==> src/wdg_defs.vh <==
// Register map, field positions and timing constants of the watchdog block.
`ifndef WDG_DEFS_VH
`define WDG_DEFS_VH

// -----------------------------------------------------------------------
// Register map
// -----------------------------------------------------------------------
`define WDG_CTRL_ADDR      8'h80
`define WDG_STAT_ADDR      8'h84
`define WDG_ADDR_W         8

// -----------------------------------------------------------------------
// Control register fields
// -----------------------------------------------------------------------
`define WDG_EN_BIT         7
`define WDG_KICK_BIT       6
`define WDG_DDC_CLR_BIT    5
`define WDG_DIV_OPT_BIT    4
`define WDG_IVL_HI         2
`define WDG_IVL_LO         0

// -----------------------------------------------------------------------
// Reset values and timing
// -----------------------------------------------------------------------
`define WDG_IVL_RST        3'h0
`define WDG_CLK_HZ         250000000
`define WDG_TICK_MS        250
`define WDG_TICK_CYC       ((`WDG_CLK_HZ / 1000) * `WDG_TICK_MS)
`define WDG_ZERO_STEPS     4'h8

`endif

==> src/wdg_prescale.v <==
// Quarter-second tick generator for the watchdog.
`timescale 1ns/100ps
`include "wdg_defs.vh"

module wdg_prescale #(
    parameter DIV = `WDG_TICK_CYC
) (
    // Clock and reset
    input  wire clk_i,
    input  wire rst_i,
    // Control
    input  wire restart_i,
    input  wire run_i,
    // Tick
    output wire tick_o
);

    reg  [31:0] cnt_r;
    wire        last = (cnt_r == DIV - 1);

    assign tick_o = run_i & last;

    // A restart realigns the time base, so a kick grants a full period.
    always @(posedge clk_i) begin
        if (rst_i || restart_i || !run_i || last) begin
            cnt_r <= 32'h0;
        end else begin
            cnt_r <= cnt_r + 32'h1;
        end
    end

endmodule

==> src/wdg_top.v <==
// Watchdog timer with Wishbone control register and chip reset output.
//
// Design decision made here: the Wishbone interface to the registers.
`timescale 1ns/100ps
`include "wdg_defs.vh"

// How it works
// - Control register at 80h: enable, kick, flag clear, option, interval.
// - Writing enable one starts the watchdog counting toward overflow.
// - Writing kick one restarts the count from zero.
// - Writing flag clear one clears the bidirectional display-channel flag.
// - Interval zero overflows after eight quarter-second periods.
// - Interval N from one to seven overflows after N quarter seconds.
// - Overflow asserts a reset of the whole chip.
// - After power-on reset the watchdog stays disabled until enabled.
module wdg_top #(
    parameter TICK_DIV = `WDG_TICK_CYC
) (
    // Clock and reset
    input  wire       clk_i,
    input  wire       rst_i,
    // Wishbone slave
    input  wire       cyc_i,
    input  wire       stb_i,
    input  wire       we_i,
    input  wire [7:0] adr_i,
    input  wire [3:0] sel_i,
    input  wire [31:0] dat_i,
    output reg  [31:0] dat_o,
    output reg        ack_o,
    output reg        err_o,
    // Display channel mode flag
    input  wire       ddc2_set_i,
    output reg        ddc2_flag_o,
    // Chip reset request
    output reg        chip_rst_o,
    // Stored divider option
    output wire       divider_option_o
);

    // -------------------------------------------------------------------
    // Bus decode
    // -------------------------------------------------------------------
    reg        enable_r;
    reg        div_opt_r;
    reg  [2:0] interval_select_r;
    reg  [3:0] steps_r;

    wire req      = cyc_i & stb_i & ~ack_o & ~err_o;
    wire hit_ctrl = (adr_i == `WDG_CTRL_ADDR);
    wire hit_stat = (adr_i == `WDG_STAT_ADDR);
    wire wr_ctrl  = req & we_i & hit_ctrl & sel_i[0];
    wire wd_kick  = wr_ctrl & dat_i[`WDG_KICK_BIT];
    wire ddc2_flag_clear = wr_ctrl & dat_i[`WDG_DDC_CLR_BIT];

    // Interval zero means eight steps.
    wire [3:0] limit = (interval_select_r == 3'h0) ? `WDG_ZERO_STEPS :
                       {1'b0, interval_select_r};
    wire       tick;

    assign divider_option_o = div_opt_r;

    // -------------------------------------------------------------------
    // Time base
    // -------------------------------------------------------------------
    wdg_prescale #(
        .DIV       (TICK_DIV)
    ) u_pre (
        .clk_i     (clk_i),
        .rst_i     (rst_i),
        .restart_i (wd_kick),
        .run_i     (enable_r),
        .tick_o    (tick)
    );

    // -------------------------------------------------------------------
    // Bus slave: one wait-free answer the cycle after the request.
    // -------------------------------------------------------------------
    always @(posedge clk_i) begin
        if (rst_i) begin
            ack_o <= 1'b0;
            err_o <= 1'b0;
            dat_o <= 32'h0;
        end else begin
            ack_o <= req & (hit_ctrl | (hit_stat & ~we_i));
            err_o <= req & ~(hit_ctrl | (hit_stat & ~we_i));
            // The control register is write-only and reads as zero.
            if (req && hit_stat && !we_i) begin
                dat_o <= {28'h0, chip_rst_o, ddc2_flag_o, div_opt_r,
                          enable_r};
            end else begin
                dat_o <= 32'h0;
            end
        end
    end

    // -------------------------------------------------------------------
    // Control register
    // -------------------------------------------------------------------
    always @(posedge clk_i) begin
        if (rst_i) begin
            enable_r          <= 1'b0;
            div_opt_r         <= 1'b0;
            interval_select_r <= `WDG_IVL_RST;
        end else if (wr_ctrl) begin
            enable_r          <= dat_i[`WDG_EN_BIT];
            div_opt_r         <= dat_i[`WDG_DIV_OPT_BIT];
            interval_select_r <= dat_i[`WDG_IVL_HI:`WDG_IVL_LO];
        end
    end

    // -------------------------------------------------------------------
    // Mode flag: a set in the clear cycle wins.
    // -------------------------------------------------------------------
    always @(posedge clk_i) begin
        if (rst_i) begin
            ddc2_flag_o <= 1'b0;
        end else if (ddc2_set_i) begin
            ddc2_flag_o <= 1'b1;
        end else if (ddc2_flag_clear) begin
            ddc2_flag_o <= 1'b0;
        end
    end

    // -------------------------------------------------------------------
    // Step counter and overflow
    // -------------------------------------------------------------------
    // The chip reset pulse is one cycle; the system reset tree is expected
    // to stretch it and feed it back into rst_i.
    always @(posedge clk_i) begin
        if (rst_i) begin
            steps_r    <= 4'h0;
            chip_rst_o <= 1'b0;
        end else begin
            chip_rst_o <= 1'b0;
            if (wd_kick || !enable_r) begin
                steps_r <= 4'h0;
            end else if (tick) begin
                if (steps_r + 4'h1 >= limit) begin
                    steps_r    <= 4'h0;
                    chip_rst_o <= 1'b1;
                end else begin
                    steps_r <= steps_r + 4'h1;
                end
            end
        end
    end

endmodule

==> config.mk <==
export PLATFORM = sky130hd
export DESIGN_NAME = wdg_top
export DESIGN_NICKNAME = d
export VERILOG_FILES = /design/src/wdg_prescale.v /design/src/wdg_top.v
export VERILOG_INCLUDE_DIRS = /design/src /design/src/src
export SDC_FILE = /design/constraint.sdc
export NUM_CORES = 1
export LEC_CHECK = 0
export BUFFER_PORTS_ARGS = -buffer_cell sky130_fd_sc_hd__buf_2
export CAP_MARGIN = 20
export CELL_PAD_IN_SITES_DETAIL_PLACEMENT = 0
export CELL_PAD_IN_SITES_GLOBAL_PLACEMENT = 1
export CORE_MARGIN = 2
export CORE_UTILIZATION = 30
export CTS_BUF_LIST = sky130_fd_sc_hd__clkbuf_2
export CTS_CLUSTER_DIAMETER = 50
export DETAILED_ROUTE_END_ITERATION = 8
export PLACE_DENSITY_LB_ADDON = 0.1
export SYNTH_ARGS = -nofsm -noshare
export SYNTH_HDL_FRONTEND = slang
export SYNTH_SLANG_ARGS = --single-unit
export TNS_END_PERCENT = 1
==> constraint.sdc <==
create_clock -name clk_i -period 2.1 [get_ports clk_i]
set_input_delay 0.21 -clock clk_i [delete_from_list [all_inputs] [get_ports clk_i]]
set_output_delay 0.21 -clock clk_i [all_outputs]
set_load 0.01 [all_outputs]
Yosys cells after proc, flatten, opt, wreduce, memory -nomap -nowiden
Index checks and enable logic that the tools add are counted.
{ "classes": {"n_addsub": 2, "n_lt_le_gt_ge": 1, "n_eq_ne": 3, "muxes": 5, "bitwise_logic": 19, "n_reduce_logical": 13} }
{ "op_table": {"columns": ["cell", "count"], "rows": [
  ["adder 32 x 1 -> 32 bit (second input constant)", 1],
  ["equality test 32 x 26 -> 1 bit (second input constant)", 1],
  ["equality test 8 bit (second input constant)", 2],
  ["bitwise AND 1 bit", 12],
  ["2-to-1 mux 4 bit", 2],
  ["inverter 1 bit", 6],
  ["adder 4 x 1 -> 4 bit (second input constant)", 1],
  ["greater-or-equal comparator 4 bit", 1],
  ["logical OR 1 bit", 4],
  ["OR reduction 2 bit", 2],
  ["zero test 3 bit", 1],
  ["2-to-1 mux 1 bit", 3],
  ["OR reduction 3 bit", 1],
  ["logical AND 1 bit", 2],
  ["zero test 1 bit", 2],
  ["nonzero test 2 bit", 1],
  ["bitwise OR 1 bit", 1]
]} }
{ "word_totals": {"regBits": 77, "input_bits": 50, "output_inout_bits": 37, "elab_cells": 54} }

Longest topological paths before layout
{ "logic_depth": {"word_depth": 10, "ltp_mapped": 8, "ltp_nobuf": 7} }

Modules after synthesis
A second synthesis with hierarchy kept.
{ "hier_totals": {"hier_cells": 295, "area_unflattened_um2": 2575.0} }
{ "by_module_without_submodules": {"columns": ["mod", "instances", "cells_per_inst", "area_each_um2", "seq_area_each_um2"], "rows": [
  ["wdg_prescale", 1, 186, 1552.7, 640.6],
  ["wdg_top", 1, 109, 1022.2, 340.3]
]} }

Worst setup path before layout
No wires, ideal clock.
{ "synth_timing": {"path_kind": "reg-to-reg", "from": "register u_pre.cnt_r[0]", "to": "register u_pre.cnt_r[11]", "setup_time_ps": 115, "t_arrival_ps": 1483, "path_slack_ps": 502, "stages_incl_launch_ff": 9, "n_path_buf": 2, "synth_period_minus_slack_ps": 1598, "cell_sequence": "dfxtp_1 > ha_1 > and3_2 > nand4_1 > nor3_1 > or2_1 > buf_4 > buf_6 > nor2_1"} }
{ "synth_between": {"elab_chain_cells": 2, "word_cells_on_any_way": 3, "classes_between": "1 x add/sub; 1 x eq/ne; 1 x reduce/logical"} }
{ "synth_rtl": {"columns": ["item", "line_no", "rtl"], "rows": [
  ["from (decl)", "wdg_prescale.v:18", "reg [31:0] cnt_r;"],
  ["from (signal assigned)", "wdg_prescale.v:28", "cnt_r <= cnt_r + 32'h1;"],
  ["parallel branches: the longest is 2 deep, another holds adder 32 x 1 -> 32 bit", null, null]
]} }
Parallel ways; which one is timed is not known.
A chain may end at the register's enable or synchronous reset.

Worst setup path in the final report
{ "layout_timing": {"from": "register u_pre.cnt_r[0]", "to": "register u_pre.cnt_r[12]"} }
Same word-level chain as after synthesis.

==> impl_metrics.ini <==
[logic_synthesis]
synth_ff_type = dfxtp_1
synth-seq-area-share_pct = 36.88
synth_edf_count = 0
syn_inst = 291
synth_seq_cells = 49
synth.avg_cell_area_um2 = 9.141
yosysWarnings = 0
synth_cell_types = 49
synthArstFlopShare_pct = 0
syn_area_mm2 = 0.002660

[timing]
period_needed_ns = 1.857
report.final.slew_viol_count = 0
fmaxAchievable_ghz = 0.5384
finalHoldViolCount = 0
grt_setup_unrepaired = false
setup-violations-final = 0
tns_ns = 0
min_period_over_period_pct = 88.44
finalClockSkew_ns = 0.01001

[worst_setup_path]
max_stage_delay_ns = 0.43
crit_family = simple AND/OR/NAND/NOR gates
critPathKind = flop to flop
crit_arrival_ns = 2.19
cp.depth = 7
crit_path_top_delay_cell = dfxtp_1
critPathCaptureType = flop
cp-start-kind = flop
cp_data_required_time_ns = 2.43
critPathBufInv = 1
path_cells = ha_1, and3_2, nand4_1, nor3_1, or2_1, buf_6, nor2_1
reg2reg_depth = 7
crit_fanout = 20

[clocking]
clkTransAtPathRegs_ns = 0.24
clock-root-buffer = clkbuf_2
insertion_delay_ns = 0.41
cts_made_buffers = 5
cts_tree = yes
clkSinkCount = 49
htreeDepth = 2
clockBufferDepth = 2

[routing]
vias = 1957
firstDrtPassIters = 4
drt_wl_total_um = 5138
via_per_inst = 4.349
antenna_left = 0
drtIter0Drc = 27
drt-wirelength-per-cell_um = 11.42
drc = 0

[floorplanning]
chipWidth_um = 98.17
coreArea_mm2 = 0.008678
pin_count = 87
initial_core_util_pct = 30.65
die_area_mm2 = 0.009636
placementRows = 34
die_h_um = 98.17

[pwr]
p_int_w = 0.001168
swShare_pct = 22.80
p_switching_w = 0.0003450
p_leak_nw = 1.154
peakVddDrop_v = 0.0002714
seqPwrFrac_pct = 61.9
p_comb_share_pct = 4.7
pwr-share-clk_pct = 33.4
powerDensity_mw_per_mm2 = 497.4

[status]
outcome = finished, final reports clean

[cells_and_area]
finalNetCount = 397
nFillCells = 940
drive_above_1_share_pct = 21.64
antenna_cells = 0
syn_to_final_growth_pct = 14.35
layout_common_cells = 49 x dfxtp_1, 45 x nor2_1, 30 x buf_2
final_cell_area_mm2 = 0.003042
final_common_cell = dfxtp_1

[min_path]
hold_class = input pin to flop
holdPathStages = 3

[grt]
grt_pass1_wl_um = 8970
gr-total-overflow = 0
grt_pass1_vias = 1992
antenna_found_initial = 0
grt.total_usage_pct = 11.27
grt_max_degree = 21

[place]
place_area_mm2 = 0.002856
io_buffers = 30
gp_congestion = 0.6798
dp.final_hpwl_um = 3828

[flow_run]
drv_cap = 0
[stage by stage]
step / setup WS [ns] / total power [W] / hold WS (ns) / utilization, % / std cells
after global routing: 0.007643 / 0.001590 / 0.02604 / 35.05 / 450
after global placement: 0.1719 / 0.001014 / 0.4365 / 32.92 / 431
after floorplan: 0.5021 / 0.001028 / 0.3395 / - / 318
after CTS: 0.1085 / 0.001553 / 0.001161 / 34.92 / 450
after detailed placement: 0.1569 / 0.001014 / 0.4505 / 32.92 / 431
final: 0.2428 / 0.001513 / 0.05314 / 35.05 / 450
[cell type report]
cell class	instances	area [µm²]	area share (%)
multi-input combinational	217	1435	47.18
tap	108	135.1	4.443
timing repair buffer	54	374.1	12.30
sequential	49	980.9	32.25
clock buffer	6	30.03	0.9872
inverter	14	52.55	1.728
clock inverter	2	33.78	1.111
[logic make-up after synthesis]
kind of cell,after synthesis,share of synthesized area (%)
compound gates,13,3.199
xor+xnor,31,10.21
fa+ha+maj,6,2.822
buf+inv,52,13.26
flops,49,36.88
mux,5,1.882
other cells,1,0.1410
simple gates,134,31.61
[power groups by stage]
stage | Combinational, W | Clock [W] | Sequential, W
detailed placement | 0.0000608 | 0 | 0.000953
CTS | 0.0000710 | 0.000544 | 0.000937
finish | 0.0000713 | 0.000505 | 0.000936
floorplan | 0.0000734 | 0 | 0.000954
global route | 0.0000795 | 0.000572 | 0.000938
global placement | 0.0000605 | 0 | 0.000953
[flip-flops by register name, indices dropped and copies added, names as in the netlist]
signal	flops
ack_o	1
enable_r	1
chip_rst_o	1
interval_select_r	3
err_o	1
dat_o	4
steps_r	4
u_pre.cnt_r	32
ddc2_flag_o	1
divider_option_o	1
[path summary, 6_finish.rpt]
| check | startpoint | endpoint | slack (ns) |
|---|---|---|---|
| worst max-delay path | u_pre.cnt_r[0] | u_pre.cnt_r[12] | 0.24 |
| worst min-delay path | we_i | err_o | 0.05 |
| worst max register to register | u_pre.cnt_r[0] | u_pre.cnt_r[12] | 0.24 |
| worst min register to register | chip_rst_o | dat_o[3] | 0.49 |
[worst reg2reg max path, stage by stage (launching register included)]
cell     delay [ns]
dfxtp_1        0.43
ha_1           0.19
and3_2         0.24
nand4_1        0.19
nor3_1         0.24
or2_1          0.21
buf_6          0.22
nor2_1         0.07
[synth_stat cells (2+ instances only)]
| cell type | instances | area share, % |
|---|---|---|
| xor2_1 | 5 | 1.6 |
| nor4_2 | 7 | 3.3 |
| and4_1 | 3 | 0.99 |
| buf_4 | 30 | 8.5 |
| clkbuf_1 | 2 | 0.28 |
| nand2b_1 | 6 | 1.4 |
| inv_1 | 14 | 2.0 |
| mux2i_1 | 5 | 1.9 |
| nor2b_1 | 2 | 0.47 |
| buf_6 | 6 | 2.5 |
| nor2_1 | 45 | 6.3 |
| xnor2_1 | 26 | 8.6 |
| nand3_1 | 13 | 2.4 |
| and2_1 | 6 | 1.4 |
| nand4_1 | 5 | 1.2 |
| nand2_1 | 9 | 1.3 |
| nand3_2 | 2 | 0.75 |
| dfxtp_1 | 49 | 37 |
| nand3b_1 | 2 | 0.56 |
| nor3_1 | 7 | 1.3 |
| nor4_1 | 6 | 1.4 |
| ha_1 | 6 | 2.8 |
| a21oi_1 | 8 | 1.5 |
| and3_1 | 2 | 0.47 |
[layer usage]
layer | wire length [µm] | GRT usage [%] | vias to the layer above
li1 | - | - | 1017
met1 | 2471 | 13.74 | 900
met2 | 2402 | 19.70 | 33
met3 | 215 | 3.078 | 7
met4 | 48 | 2.845 | 0
met5 | 0 | 0 | -
[timing repair]
item	CTS	global route
endpoints found under the setup margin	0	20
buffers inserted	0	0
hold buffers	11	0
resized for setup	0	3
endpoints found under the hold margin	6	0
(Power assumes the default switching activity.)
